## config.mk

```make
export PLATFORM = sky130hd
export DESIGN_NAME = ecpfs_top
export DESIGN_NICKNAME = d
export VERILOG_FILES = /design/src/ecpfs_pkg.sv /design/src/ecpfs_top.sv /design/src/ecpfs_fifo.sv
export VERILOG_INCLUDE_DIRS = /design/src
export SDC_FILE = /design/constraint.sdc
export NUM_CORES = 1
export LEC_CHECK = 0
export BUFFER_PORTS_ARGS = -buffer_cell sky130_fd_sc_hd__buf_2
export CAP_MARGIN = 20
export CORE_MARGIN = 2
export CORE_UTILIZATION = 61
export CTS_CLUSTER_DIAMETER = 60
export CTS_CLUSTER_SIZE = 25
export DETAILED_ROUTE_END_ITERATION = 10
export PLACE_DENSITY = 0.81
export SYNTH_ARGS = -nofsm -noshare
export SYNTH_HDL_FRONTEND = slang
export SYNTH_SLANG_ARGS = --single-unit
```

## constraint.sdc

```tcl
create_clock -name clk_i -period 3.8 [get_ports clk_i]
set_input_delay 0.57 -clock clk_i [delete_from_list [all_inputs] [get_ports clk_i]]
set_output_delay 0.57 -clock clk_i [all_outputs]
set_load 0.05 [all_outputs]
```

## src/ecpfs_consts.svh

```systemverilog
// Constants for the parallel-port FIFO service and DMA block
`ifndef ECPFS_CONSTS_SVH
`define ECPFS_CONSTS_SVH

// ==========================================================
// Host-visible FIFO port addresses
`define ECPFS_ADDR_AFIFO 11'h000
`define ECPFS_ADDR_DFIFO 11'h400

// ==========================================================
// Port modes
`define ECPFS_MODE_STD 3'h0
`define ECPFS_MODE_FIFO 3'h2
`define ECPFS_MODE_ECP 3'h3
`define ECPFS_MODE_TEST 3'h6

// ==========================================================
// FIFO geometry and threshold limits
`define ECPFS_FIFO_DEPTH 5'h10
`define ECPFS_THR_CAP 5'h0F
`define ECPFS_THR_FIELD_MAX 4'hF

// ==========================================================
// Reset values
`define ECPFS_SVC_DIS_RST 1'b1

// ==========================================================
// DMA burst limit and timing
`define ECPFS_BURST_MAX 6'h20
`define ECPFS_CLK_PERIOD_NS 10
`define ECPFS_HOLDOFF_NS 350
`define ECPFS_HOLDOFF_CYC \
  ((`ECPFS_HOLDOFF_NS + `ECPFS_CLK_PERIOD_NS - 1) / `ECPFS_CLK_PERIOD_NS)
`define ECPFS_IRQ_PULSE_NS 100
`define ECPFS_IRQ_PULSE_CYC (`ECPFS_IRQ_PULSE_NS / `ECPFS_CLK_PERIOD_NS)

`endif

```

## src/ecpfs_pkg.sv

```systemverilog
// Types for the parallel-port FIFO service and DMA block
package ecpfs_pkg;

  // ========================================================
  // Run-length expander states
  typedef enum logic [1:0]
  {
    ecpfs_run_idle,
    ecpfs_run_wait_byte,
    ecpfs_run_expand
  } ecpfs_run_state_type;

  // ========================================================
  // Whole state of the top module
  typedef struct packed
  {
    logic service_irq_disable;
    logic dma_request_out;
    logic [3:0] ctl_out;
    logic [3:0] ctl_oe_n;
    logic irq_level;
    logic irq_oe_n;
    logic [3:0] irq_timer;
    logic [7:0] host_rdata;
    logic fwd_valid;
    logic [8:0] fwd_word;
    logic rev_ready;
    ecpfs_run_state_type run_state;
    logic [6:0] run_left;
    logic [6:0] run_count;
    logic [7:0] run_byte;
    logic [5:0] burst;
    logic [5:0] holdoff;
    logic holdoff_on;
    logic pio_cond;
    logic fault_meta;
    logic fault_sync;
    logic fault_n_d;
    logic ack_meta;
    logic ack_sync;
    logic ack_n_d;
    logic err_en_n_d;
    logic dma_ack_d;
  } ecpfs_state_type;

endpackage

```

## src/ecpfs_top.sv

```systemverilog
// Parallel-port FIFO service, DMA handshake and run-length expander
`timescale 1ns/10ps
`include "ecpfs_consts.svh"

// How it works
// - Count byte n repeats next byte n+1 times
// - Control lines open-collector in mode 000 only
// - Disable bit set blocks DMA and service interrupts
// - Clearing disable with condition true interrupts at once
// - Interrupt is brief low pulse, then released
// - Terminal count interrupts and sets disable bit
// - Forward PIO interrupts on enough free space
// - Reverse PIO interrupts on enough stored bytes
// - Fault fall or enable clear with fault interrupts
// - Acknowledge rising edge interrupts when enabled
// - Effective threshold is field plus one
// - Threshold sixteen behaves as fifteen
// - Disable bit set after reset, FIFO only in FIFO modes
// - Request at most 32 cycles, then 350 ns gap
// - DMA acknowledge selects FIFO regardless of address
// - Reverse DMA requests while FIFO holds data
// - Last byte drops request on acknowledge or read
// - Request returns with data, after terminal count re-enable
// - Free-space trigger is 16 minus threshold
module ecpfs_top
(
  // Clock and reset
  input wire logic clk_i,
  input wire logic arst_n_i,
  // Host I/O cycle, synchronous to clk_i
  input wire logic [10:0] host_addr_i,
  input wire logic host_wr_i,
  input wire logic host_read_strobe_i,
  input wire logic [7:0] host_wdata_i,
  output logic [7:0] host_rdata_o,
  // Host DMA handshake
  input wire logic dma_acknowledge_in_i,
  input wire logic terminal_count_i,
  output logic dma_request_out_o,
  // Control bits from the port's control registers
  input wire logic [2:0] port_mode_i,
  input wire logic direction_i,
  input wire logic [3:0] threshold_field_i,
  input wire logic dma_enable_bit_i,
  input wire logic error_irq_enable_low_i,
  input wire logic acknowledge_irq_enable_i,
  input wire logic svc_disable_wr_i,
  input wire logic svc_disable_wdata_i,
  output logic service_irq_disable_o,
  // Interrupt pin, open drain
  output logic port_irq_out_o,
  output logic port_irq_out_oe_n_o,
  // Peripheral status pins, asynchronous
  input wire logic peripheral_fault_in_n_i,
  input wire logic peripheral_acknowledge_in_n_i,
  // Control line levels wanted and the driven pins
  input wire logic strobe_val_i,
  input wire logic auto_feed_val_i,
  input wire logic init_val_i,
  input wire logic select_in_val_i,
  output logic [3:0] ctl_line_o,
  output logic [3:0] ctl_line_oe_n_o,
  // Forward bytes to the link engine, bit 8 marks a command
  output logic fwd_valid_o,
  output logic [8:0] fwd_word_o,
  input wire logic fwd_ready_i,
  // Reverse bytes from the link engine
  input wire logic rev_valid_i,
  input wire logic rev_cmd_i,
  input wire logic [7:0] rev_data_i,
  output logic rev_ready_o
);

  // ========================================================
  // State and FIFO wiring
  ecpfs_pkg::ecpfs_state_type st;
  ecpfs_pkg::ecpfs_state_type next_st;
  logic fifo_flush;
  logic fifo_push;
  logic fifo_pop;
  logic [8:0] fifo_wdata;
  logic [8:0] fifo_rdata;
  logic [4:0] fifo_count;
  logic [3:0] ctl_val;
  logic [3:0] next_ctl_oe_n;

  ecpfs_fifo u_fifo
  (
    .clk_i(clk_i),
    .arst_n_i(arst_n_i),
    .flush_i(fifo_flush),
    .push_i(fifo_push),
    .pop_i(fifo_pop),
    .wdata_i(fifo_wdata),
    .rdata_o(fifo_rdata),
    .count_o(fifo_count)
  );

  // ========================================================
  // Control line driver style, one per line
  assign ctl_val = {select_in_val_i, init_val_i, auto_feed_val_i,
    strobe_val_i};

  genvar g;
  generate
    for (g = 0; g < 4; g++)
    begin : gen_ctl
      // Open collector releases a high level instead of driving it
      assign next_ctl_oe_n[g] = (port_mode_i == `ECPFS_MODE_STD) ?
        ctl_val[g] : 1'b0;
    end
  endgenerate

  // ========================================================
  // Next-state logic
  always_comb
  begin
    logic fifo_on;
    logic xfer_mode;
    logic test_mode;
    logic rev_on;
    logic full;
    logic empty;
    logic [4:0] eff_thr;
    logic [4:0] free_space_trigger;
    logic [4:0] fill_level_trigger;
    logic [4:0] free;
    logic dfifo_wr;
    logic afifo_wr;
    logic dfifo_rd;
    logic rev_take;
    logic dma_cycle;
    logic ack_rise;
    logic terminal_hit;
    logic want;
    logic last;
    logic pio_now;
    logic err_event;
    logic ack_event;
    next_st = st;
    fifo_on = 1'b0;
    xfer_mode = 1'b0;
    test_mode = 1'b0;
    rev_on = 1'b0;
    full = 1'b0;
    empty = 1'b0;
    eff_thr = 5'h00;
    free_space_trigger = 5'h00;
    fill_level_trigger = 5'h00;
    free = 5'h00;
    dfifo_wr = 1'b0;
    afifo_wr = 1'b0;
    dfifo_rd = 1'b0;
    rev_take = 1'b0;
    dma_cycle = 1'b0;
    ack_rise = 1'b0;
    terminal_hit = 1'b0;
    want = 1'b0;
    last = 1'b0;
    pio_now = 1'b0;
    err_event = 1'b0;
    ack_event = 1'b0;
    fifo_push = 1'b0;
    fifo_pop = 1'b0;
    fifo_wdata = 9'h000;

    // Mode decode; outside the FIFO modes the FIFO is held flushed
    xfer_mode = (port_mode_i == `ECPFS_MODE_FIFO) ||
      (port_mode_i == `ECPFS_MODE_ECP);
    test_mode = (port_mode_i == `ECPFS_MODE_TEST);
    fifo_on = xfer_mode || test_mode;
    fifo_flush = !fifo_on;
    rev_on = direction_i && (port_mode_i == `ECPFS_MODE_ECP);

    // Thresholds, all taken from the live occupancy count
    full = (fifo_count == `ECPFS_FIFO_DEPTH);
    empty = (fifo_count == 5'h00);
    free = `ECPFS_FIFO_DEPTH - fifo_count;
    if (threshold_field_i == `ECPFS_THR_FIELD_MAX)
      eff_thr = `ECPFS_THR_CAP;
    else
      eff_thr = {1'b0, threshold_field_i} + 5'h01;
    free_space_trigger = `ECPFS_FIFO_DEPTH - eff_thr;
    fill_level_trigger = `ECPFS_FIFO_DEPTH - eff_thr;

    // Host port decode; an acknowledged DMA cycle ignores the address
    dfifo_wr = host_wr_i && (dma_acknowledge_in_i ||
      host_addr_i == `ECPFS_ADDR_DFIFO);
    afifo_wr = host_wr_i && !dma_acknowledge_in_i &&
      host_addr_i == `ECPFS_ADDR_AFIFO &&
      port_mode_i == `ECPFS_MODE_ECP;
    dfifo_rd = host_read_strobe_i && (dma_acknowledge_in_i ||
      host_addr_i == `ECPFS_ADDR_DFIFO);

    // Host side of the FIFO: fill forward, drain reverse, both in test
    if (fifo_on && (!direction_i || test_mode))
    begin
      fifo_push = (dfifo_wr || afifo_wr) && !full;
      fifo_wdata = {afifo_wr, host_wdata_i};
    end
    if (fifo_on && (direction_i || test_mode))
    begin
      fifo_pop = dfifo_rd && !empty;
      if (dfifo_rd)
        next_st.host_rdata = fifo_rdata[7:0];
    end

    // Forward output stage toward the link engine
    if (!xfer_mode || direction_i)
      next_st.fwd_valid = 1'b0;
    else
    begin
      if (fwd_ready_i)
        next_st.fwd_valid = 1'b0;
      if ((!st.fwd_valid || fwd_ready_i) && !empty)
      begin
        fifo_pop = 1'b1;
        next_st.fwd_valid = 1'b1;
        next_st.fwd_word = fifo_rdata;
      end
    end

    // Run-length expander on reverse data
    rev_take = rev_valid_i && st.rev_ready;
    if (!rev_on)
      next_st.run_state = ecpfs_pkg::ecpfs_run_idle;
    else
    begin
      case (st.run_state)
        ecpfs_pkg::ecpfs_run_idle:
        begin
          // Channel addresses are dropped; counts are stored in run_count
          if (rev_take && rev_cmd_i && !rev_data_i[7])
          begin
            next_st.run_count = rev_data_i[6:0];
            next_st.run_state = ecpfs_pkg::ecpfs_run_wait_byte;
          end
          else if (rev_take && !rev_cmd_i)
          begin
            next_st.run_byte = rev_data_i;
            next_st.run_left = 7'h00;
            next_st.run_state = ecpfs_pkg::ecpfs_run_expand;
          end
        end
        ecpfs_pkg::ecpfs_run_wait_byte:
        begin
          // A second count replaces the first
          if (rev_take && rev_cmd_i && !rev_data_i[7])
            next_st.run_count = rev_data_i[6:0];
          else if (rev_take && !rev_cmd_i)
          begin
            next_st.run_byte = rev_data_i;
            next_st.run_left = st.run_count;
            next_st.run_state = ecpfs_pkg::ecpfs_run_expand;
          end
        end
        ecpfs_pkg::ecpfs_run_expand:
        begin
          // One copy per cycle while there is room: count plus one total
          if (!full)
          begin
            fifo_push = 1'b1;
            fifo_wdata = {1'b0, st.run_byte};
            if (st.run_left == 7'h00)
              next_st.run_state = ecpfs_pkg::ecpfs_run_idle;
            else
              next_st.run_left = st.run_left - 7'h01;
          end
        end
        default:
          next_st.run_state = ecpfs_pkg::ecpfs_run_idle;
      endcase
    end
    next_st.rev_ready = rev_on &&
      (next_st.run_state != ecpfs_pkg::ecpfs_run_expand);

    // Terminal count sets the disable bit; the set beats a host clear
    ack_rise = dma_acknowledge_in_i && !st.dma_ack_d;
    dma_cycle = dma_acknowledge_in_i && (host_wr_i || host_read_strobe_i);
    terminal_hit = !st.service_irq_disable && dma_enable_bit_i &&
      dma_acknowledge_in_i && terminal_count_i;
    if (svc_disable_wr_i)
      next_st.service_irq_disable = svc_disable_wdata_i;
    if (terminal_hit)
      next_st.service_irq_disable = 1'b1;

    // Burst limit and the gap the acknowledge must stay low for
    if (!st.dma_request_out)
      next_st.burst = 6'h00;
    else if (dma_cycle)
    begin
      if (st.burst + 6'h01 == `ECPFS_BURST_MAX)
      begin
        next_st.burst = 6'h00;
        next_st.holdoff_on = 1'b1;
        next_st.holdoff = 6'h00;
      end
      else
        next_st.burst = st.burst + 6'h01;
    end
    if (st.holdoff_on)
    begin
      if (dma_acknowledge_in_i)
        next_st.holdoff = 6'h00;
      else if (st.holdoff + 6'h01 >= 6'(`ECPFS_HOLDOFF_CYC))
        next_st.holdoff_on = 1'b0;
      else
        next_st.holdoff = st.holdoff + 6'h01;
    end

    // Request level; reverse needs data, forward needs room
    want = direction_i ? !empty : !full;
    last = direction_i ? (fifo_count == 5'h01) : (free == 5'h01);
    next_st.dma_request_out = !next_st.service_irq_disable &&
      dma_enable_bit_i && xfer_mode && want &&
      !next_st.holdoff_on && !terminal_hit &&
      !(last && (ack_rise || (host_read_strobe_i && direction_i)));

    // Programmed I/O service condition as a level
    if (direction_i)
      pio_now = (fifo_count >= fill_level_trigger);
    else
      pio_now = (free >= free_space_trigger);
    pio_now = pio_now && !next_st.service_irq_disable &&
      !dma_enable_bit_i && xfer_mode;
    next_st.pio_cond = pio_now;

    // Peripheral pins pass two flip-flops before use
    next_st.fault_meta = peripheral_fault_in_n_i;
    next_st.fault_sync = st.fault_meta;
    next_st.fault_n_d = st.fault_sync;
    next_st.ack_meta = peripheral_acknowledge_in_n_i;
    next_st.ack_sync = st.ack_meta;
    next_st.ack_n_d = st.ack_sync;
    next_st.err_en_n_d = error_irq_enable_low_i;
    next_st.dma_ack_d = dma_acknowledge_in_i;
    err_event = !error_irq_enable_low_i && !st.fault_sync &&
      (st.fault_n_d || st.err_en_n_d);
    ack_event = acknowledge_irq_enable_i && !st.ack_n_d &&
      st.ack_sync;

    // Each event restarts a short low pulse, then the pin is released
    if ((pio_now && !st.pio_cond) || terminal_hit || err_event ||
      ack_event)
      next_st.irq_timer = 4'(`ECPFS_IRQ_PULSE_CYC);
    else if (st.irq_timer != 4'h0)
      next_st.irq_timer = st.irq_timer - 4'h1;
    next_st.irq_oe_n = (next_st.irq_timer == 4'h0);
    next_st.irq_level = 1'b0;

    // Control lines follow the wanted levels
    next_st.ctl_out = ctl_val;
    next_st.ctl_oe_n = next_ctl_oe_n;
  end

  // ========================================================
  // State register
  always_ff @(posedge clk_i or negedge arst_n_i)
  begin
    if (!arst_n_i)
    begin
      st <= '0;
      st.service_irq_disable <= `ECPFS_SVC_DIS_RST;
      st.run_state <= ecpfs_pkg::ecpfs_run_idle;
      st.irq_oe_n <= 1'b1;
      st.ctl_oe_n <= 4'hF;
      st.fault_meta <= 1'b1;
      st.fault_sync <= 1'b1;
      st.fault_n_d <= 1'b1;
      st.ack_meta <= 1'b1;
      st.ack_sync <= 1'b1;
      st.ack_n_d <= 1'b1;
      st.err_en_n_d <= 1'b1;
    end
    else
      st <= next_st;
  end

  // ========================================================
  // Outputs, each a field of the state register
  assign host_rdata_o = st.host_rdata;
  assign dma_request_out_o = st.dma_request_out;
  assign service_irq_disable_o = st.service_irq_disable;
  assign port_irq_out_o = st.irq_level;
  assign port_irq_out_oe_n_o = st.irq_oe_n;
  assign ctl_line_o = st.ctl_out;
  assign ctl_line_oe_n_o = st.ctl_oe_n;
  assign fwd_valid_o = st.fwd_valid;
  assign fwd_word_o = st.fwd_word;
  assign rev_ready_o = st.rev_ready;

endmodule

```

## src/ecpfs_fifo.sv

```systemverilog
// Sixteen-entry byte FIFO with a command flag per entry
`timescale 1ns/10ps
`include "ecpfs_consts.svh"

module ecpfs_fifo
(
  // Clock and reset
  input wire logic clk_i,
  input wire logic arst_n_i,
  // Control
  input wire logic flush_i,
  input wire logic push_i,
  input wire logic pop_i,
  // Data
  input wire logic [8:0] wdata_i,
  output logic [8:0] rdata_o,
  output logic [4:0] count_o
);

  // ========================================================
  // Storage and pointers
  logic [8:0] mem [16];
  logic [3:0] wr_ptr;
  logic [3:0] rd_ptr;
  logic [4:0] count;
  logic do_push;
  logic do_pop;

  // Caller guards push against full and pop against empty
  assign do_push = push_i && !flush_i;
  assign do_pop = pop_i && !flush_i;
  assign rdata_o = mem[rd_ptr];
  assign count_o = count;

  // Pointers and synchronous occupancy count
  always_ff @(posedge clk_i or negedge arst_n_i)
  begin
    if (!arst_n_i)
    begin
      wr_ptr <= 4'h0;
      rd_ptr <= 4'h0;
      count <= 5'h00;
    end
    else if (flush_i)
    begin
      wr_ptr <= 4'h0;
      rd_ptr <= 4'h0;
      count <= 5'h00;
    end
    else
    begin
      if (do_push)
        wr_ptr <= wr_ptr + 4'h1;
      if (do_pop)
        rd_ptr <= rd_ptr + 4'h1;
      if (do_push && !do_pop)
        count <= count + 5'h01;
      else if (do_pop && !do_push)
        count <= count - 5'h01;
    end
  end

  // One write port per entry
  genvar g;
  generate
    for (g = 0; g < 16; g++)
    begin : gen_entry
      always_ff @(posedge clk_i or negedge arst_n_i)
      begin
        if (!arst_n_i)
          mem[g] <= 9'h000;
        else if (do_push && (wr_ptr == 4'(g)))
          mem[g] <= wdata_i;
      end
    end
  endgenerate

endmodule

```

# --- After elaboration in Yosys (flattened, before gate mapping) ---
# Index checks and enable logic that the tools add are counted.
totals:
  mem_bits_ro: 0
  mem_bits_rw: 0
  latch_bits: 0
  reg_bits: 237
  word_cells: 265
  mem_count: 0
  input_bits: 55
classes:
  n_addsub: 11
  magnitude_cmp: 4
  bitwise_logic: 3
  reduce_logical: 108
  muxes: 57
  shifts: 0
  div_mod_pow: 0
  eq_ne: 37
  mul: 0
ops:
  columns: ["cell", "count"]
  rows:
  - ["two-way mux 9 bit", 10]
  - ["logical AND 1 bit", 57]
  - ["binary-select mux 9 bit (select 4 bit)", 1]
  - ["== test 4 bit, second input constant", 9]
  - ["two-way mux 7 bit", 5]
  - ["two-way mux 4 bit", 6]
  - ["two-way mux 6 bit", 4]
  - ["zero test 1 bit", 21]
  - ["case mux 7 bit (3 select lines)", 1]
  - ["two-way mux 1 bit", 20]
  - ["two-way mux 5 bit", 4]
  - ["== test 4 x 3 -> 1 bit, second input constant", 4]
  - ["logical OR 1 bit", 14]
  - ["!= test 2 bit, second input constant", 7]
  - ["two-way mux 13 bit", 1]
  - ["adder 6 x 1 -> 6 bit, second input constant", 2]
  - ["== test 11 bit, second input constant", 1]
  - ["zero test 11 bit", 1]
  - ["== test 5 x 1 -> 1 bit, second input constant", 2]
  - [">= comparator 5 bit", 2]
  - ["two-way mux 10 bit", 1]
  - ["subtractor 5 bit, first input constant", 2]
  - ["adder 4 x 1 -> 4 bit, second input constant", 2]
  - ["== test 4 x 2 -> 1 bit, second input constant", 2]
  - ["other kinds (32)", 41]

# --- Logic depth before layout (Yosys ltp) ---
depth:
  depth_word: 16
  depth_mapped: 13
  mapped_depth_nobuf: 12

# --- Cells and area by module ---
# A second synthesis with hierarchy kept.
hier_totals:
  cells_unflattened: 934
  area_unflattened_um2: 12167.9
modules_own_cells:
  columns: ["module", "instances", "area_each_um2", "cells_per_inst", "seq_area_each_um2"]
  rows:
  - ["ecpfs_fifo", 1, 7528.5, 475, 3928.8]
  - ["ecpfs_top", 1, 4639.4, 459, 2018.2]

# --- Worst setup path before layout ---
# Ideal clock, no wire load.
synth_timing:
  kind: "input-to-reg"
  from: "in threshold_field_i[0]"
  to: "reg st[68] (netlist name)"
  path_slack_ps: 863
  required_time_ps: 3676
  arrival_ps: 2813
  path_stages: 13
  path_cell_list: "ha_1 clkbuf_1 nand3_1 nand2_1 inv_1 ha_1 inv_1 ha_1 a21o_1 maj3_1 a31oi_1 o31ai_1 a211o_1"
synth_lines:
  columns: ["element", "line_no", "source"]
  rows:
  - ["from (decl)", "ecpfs_top.sv:43", "input wire logic [3:0] threshold_field_i,"]
  - ["to (signal assigned)", "ecpfs_top.sv:376", "st <= next_st;"]
  - ["to (decl)", "ecpfs_top.sv:76", "ecpfs_pkg::ecpfs_state_type st;"]

# --- Worst setup path in the final report ---
layout_timing:
  from: "reg u_fifo.count[0], in the netlist u_fifo.count_o[0]"
  to: "reg u_fifo.mem[53] (netlist name)"
layout_via:
  elab_chain_cells: 9
  word_cells_on_any_way: 12
  classes_between: "eq/ne (1); mux (7); reduce/logical (4)"
layout_rtl:
  columns: ["element", "line_no", "source"]
  rows:
  - ["from (decl)", "ecpfs_fifo.sv:25", "logic [4:0] count;"]
  - ["from (signal assigned)", "ecpfs_fifo.sv:57", "count <= count + 5'h01;"]
  - ["from (signal assigned)", "ecpfs_fifo.sv:59", "count <= count - 5'h01;"]
  - ["== test 5 bit (no source line) (*)", null, null]
  - ["zero test 1 bit", "ecpfs_top.sv:198", "fifo_push = (dfifo_wr || afifo_wr) && !full;"]
  - ["logical AND 1 bit", "ecpfs_top.sv:198", null]
  - ["two-way mux 1 bit", "ecpfs_top.sv:196", "if (fifo_on && (!direction_i || test_mode))"]
  - ["two-way mux 1 bit", "ecpfs_top.sv:260", "if (!full)"]
  - ["two-way mux 1 bit", "ecpfs_top.sv:229", "case (st.run_state)"]
  - ["two-way mux 1 bit", "ecpfs_top.sv:225", "if (!rev_on)"]
  - ["logical AND 1 bit", "ecpfs_fifo.sv:30", "assign do_push = push_i && !flush_i;"]
  - ["logical AND 1 bit", "ecpfs_fifo.sv:72", "else if (do_push && (wr_ptr == 4'(g)))"]
  - ["to (signal, indexed assignment)", "ecpfs_fifo.sv:73", "mem[g] <= wdata_i;"]
  - ["to (decl)", "ecpfs_fifo.sv:22", "logic [8:0] mem [16];"]
# Every way passes the cells marked *; elsewhere a longest branch is shown, timed or not.
# A chain may end at the register's enable or synchronous reset.

==> load_flow_metrics.sql <==
INSERT INTO impl_metrics (metric_group, metric, value, unit) VALUES
('synthesis', 'synth.net_count', '1137', ''),
('critical_path', 'reg2reg_slack', '0.33', 'ns'),
('grt', 'gr-total-overflow', '0', ''),
('clock_network', 'cts_repair_resize_count', '0', ''),
('clock_network', 'cts.path.max_buffers', '3', ''),
('hold_path', 'hold_path.class', 'in2async', ''),
('layout', 'num-nets-final', '1187', ''),
('detailed_routing', 'avgRoutedWirePerCell', '20.0', 'um'),
('grt', 'grt_pass1_wl', '44600', 'um'),
('clock_network', 'cts-buffers-inserted', '16', ''),
('power_and_ir_drop', 'pwr-share-clk', '0.304', ''),
('sta', 'maxClockFrequency', '288', 'MHz'),
('sta', 'worst-slew-pin-transition', '0.907', 'ns'),
('synthesis', 'synth.yosys.seq_area_share', '0.512', ''),
('critical_path', 'timing.critical_path.cells', 'inv_1 -> ha_1 -> and2_1 -> ha_1 -> nand2b_1 -> nor2_2 -> o2bb2ai_2 -> or3_1 -> nand2_1 -> o21ai_0', ''),
('layout', 'fin_area', '12600', 'um2'),
('floorplan', 'core_region_area', '18700', 'um2'),
('critical_path', 'r2r_end', 'u_fifo.mem[53]', ''),
('synthesis', 'post_synth_xor_area_fraction', '0.00904', ''),
('critical_path', 'critical_path_arrival', '3.79', 'ns'),
('synthesis', 'synth.avg_cell_area', '11.0', 'um2'),
('synthesis', 'netlist_area', '11600', 'um2'),
('layout', 'layout.cells.most_common_list', 'sky130_fd_sc_hd__dfrtp_1, sky130_fd_sc_hd__nand2_1, sky130_fd_sc_hd__o21ai_0', ''),
('sta', 'unrepaired_setup_endpoints_after_global_routing', 'false', ''),
('synthesis', 'synth_compound_gate_area_share', '0.128', ''),
('detailed_routing', 'first_iter_violations', '801', ''),
('layout', 'post_layout_nonfiller_instances', '1351', ''),
('flow_run', 'maxCapViolations', '0', ''),
('synthesis', 'synth-simple-area-share', '0.144', ''),
('synthesis', 'syn-instance-count', '1055', ''),
('power_and_ir_drop', 'switchingPower', '1.83', 'mW'),
('critical_path', 'critical_path.most_common_cell', 'sky130_fd_sc_hd__ha_1', ''),
('critical_path', 'timing.critical_path.from_type', 'flip-flop', ''),
('detailed_routing', 'post_route_drc_violation_count', '0', ''),
('clock_network', 'hold_buffers', '0', ''),
('floorplan', 'ios', '86', ''),
('detailed_routing', 'drt-vias-per-instance', '6.33', ''),
('synthesis', 'synth_warnings', '0', ''),
('synthesis', 'synth_edf_count', '0', ''),
('clock_network', 'tritoncts', 'yes', ''),
('sta', 'report.final.slew_viol_count', '0', ''),
('critical_path', 'max_stage_delay', '0.70', 'ns'),
('detailed_routing', 'drt_first_pass_iters', '5', ''),
('outcome', 'status', 'finished clean', ''),
('clock_network', 'path_clk_slew', '0.10', 'ns'),
('synthesis', 'ys_async_rst_share', '1.00', ''),
('grt', 'first_global_vias', '8744', ''),
('synthesis', 'postSynth.topFlopCell', 'sky130_fd_sc_hd__dfrtp_1', ''),
('placed_design', 'post_dp_cell_area', '12100', 'um2'),
('critical_path', 'crit_path_capture_type', 'flip-flop', ''),
('synthesis', 'synth-adder-area-share', '0.0308', ''),
('power_and_ir_drop', 'p_comb_frac', '0.217', ''),
('critical_path', 'worst_ep_required_time', '4.12', 'ns'),
('clock_network', 'clock_tree.htree_level_count', '1', ''),
('critical_path', 'worst_r2r_path_depth', '10', ''),
('power_and_ir_drop', 'internal_power', '4.07', 'mW'),
('placed_design', 'gp_routability_congestion', '0.882', ''),
('grt', 'track_usage', '0.278', ''),
('power_and_ir_drop', 'switching_share', '0.311', ''),
('sta', 'timing.final.setup_violations', '0', ''),
('floorplan', 'initial_core_util', '0.621', ''),
('clock_network', 'cts_num_sinks', '237', ''),
('critical_path', 'reg_to_reg_startpoint', 'u_fifo.count_o[0]', ''),
('synthesis', 'post_synth_mux_area_share', '0.130', ''),
('detailed_routing', 'postRouteAntennaNets', '0', ''),
('sta', 'period_utilisation_layout', '0.913', ''),
('sta', 'worst_slew_margin_rel', '0.392', ''),
('clock_network', 'worst_skew_pair.late_latency', '0.50', 'ns'),
('grt', 'maximum_number_of_pins_on_one_net_before_global_route_repair', '108', ''),
('sta', 'fin_skew', '0.0359', 'ns'),
('power_and_ir_drop', 'cellLeakagePower', '5.73', 'nW');
-- registers in the layout, summed over array words and instances (netlist names) --
| register | cells |
|---|---|
| u_fifo.mem | 144 |
| service_irq_disable_o | 1 |
| host_rdata_o | 8 |
| fwd_word_o | 9 |
| u_fifo.rd_ptr | 4 |
| ctl_line_oe_n_o | 4 |
| u_fifo.wr_ptr | 4 |
| rev_ready_o | 1 |
| next_st | 4 |
| port_irq_out_oe_n_o | 1 |
| fwd_valid_o | 1 |
| u_fifo.count_o | 5 |
| st | 46 |
| ctl_line_o | 4 |
| dma_request_out_o | 1 |
-- per-stage QoR --
step / total power, mW / hold slack, ns / worst slack (ns)
floorplan: 3.86 / 0.274 / 0.863
global placement: 4.09 / 0.346 / 0.570
detailed placement: 4.14 / 0.347 / 0.442
CTS: 5.92 / 0.144 / 0.398
global route: 6.16 / 0.165 / 0.119
finish: 5.91 / 0.109 / 0.332
-- worst max-delay path by stage --
stage                               startpoint             endpoint  slack [ns]  depth (start not counted)
after floorplan           threshold_field_i[0]               st[68]        0.86                         13
after CTS                    u_fifo.count_o[0]       u_fifo.mem[53]        0.40                         10
after global placement    threshold_field_i[0]  port_irq_out_oe_n_o        0.57                         11
after detailed placement     u_fifo.count_o[0]       u_fifo.mem[44]        0.44                         10
final                        u_fifo.count_o[0]       u_fifo.mem[53]        0.33                         10
after global routing         u_fifo.count_o[0]       u_fifo.mem[53]        0.12                         10
-- critical path: cells and delay by family, from the launching register on --
family / cells / cell delay, ns
flip-flops: 1 / 0.47
buffers and inverters: 1 / 0.13
adder cells (fa/ha/maj): 2 / 0.57
AO/OA/AOI/OAI: 2 / 0.45
AND/OR/NAND/NOR: 5 / 1.70
-- power by group through the flow --
| stage | registers [mW] | clock network, mW | logic [mW] |
|---|---|---|---|
| 2_1_floorplan | 2.81 | 0 | 1.05 |
| 3_3_place_gp | 2.86 | 0 | 1.23 |
| 3_5_place_dp | 2.87 | 0 | 1.27 |
| 4_1_cts | 2.83 | 1.81 | 1.28 |
| 5_1_grt | 2.85 | 1.92 | 1.40 |
| 6_report | 2.83 | 1.80 | 1.28 |
-- cell usage after synthesis, types with 12 or more instances --
cell,n,area (um2)
sky130_fd_sc_hd__clkbuf_1,30,113
sky130_fd_sc_hd__o21ai_0,106,531
sky130_fd_sc_hd__buf_2,12,60.1
sky130_fd_sc_hd__dfstp_2,13,342
sky130_fd_sc_hd__dfrtp_1,224,5610
sky130_fd_sc_hd__a21oi_1,42,210
sky130_fd_sc_hd__nor2_1,61,229
sky130_fd_sc_hd__nand3_1,30,150
sky130_fd_sc_hd__buf_4,28,210
sky130_fd_sc_hd__a22oi_1,12,90.1
sky130_fd_sc_hd__inv_1,33,124
sky130_fd_sc_hd__nor3_1,12,60.1
sky130_fd_sc_hd__o21ai_1,19,95.1
sky130_fd_sc_hd__mux2_2,34,383
sky130_fd_sc_hd__nand2_1,142,533
sky130_fd_sc_hd__ha_1,27,338
sky130_fd_sc_hd__mux4_2,45,1010
-- per-layer routing --
metal	vias up	wire length (um)	track usage
met5	-	0	0
met4	0	643	0.101
met3	62	1980	0.0495
met2	327	13400	0.463
met1	4297	10900	0.371
li1	3871	-	-
-- cells by family after synthesis --
group	Yosys count
muxes	90
adders and majority gates	29
buffers and inverters	110
other	1
and+or+nand+nor	331
AOI/OAI and AO/OA	245
DFF	237
xor gates and xnor gates	12
-- area by class of cell --
type | instances | area (um2) | area share
Sequential cell | 237 | 5950 | 0.470
Timing Repair Buffer | 107 | 616 | 0.0487
Clock buffer | 21 | 440 | 0.0348
Multi-Input combinational cell | 708 | 5140 | 0.406
Clock inverter | 7 | 76.3 | 0.00603
Inverter | 35 | 131 | 0.0104
Tap cell | 234 | 293 | 0.0231
Antenna cell | 2 | 5.00 | 0.000396
Power figures use the tool's default switching activity.
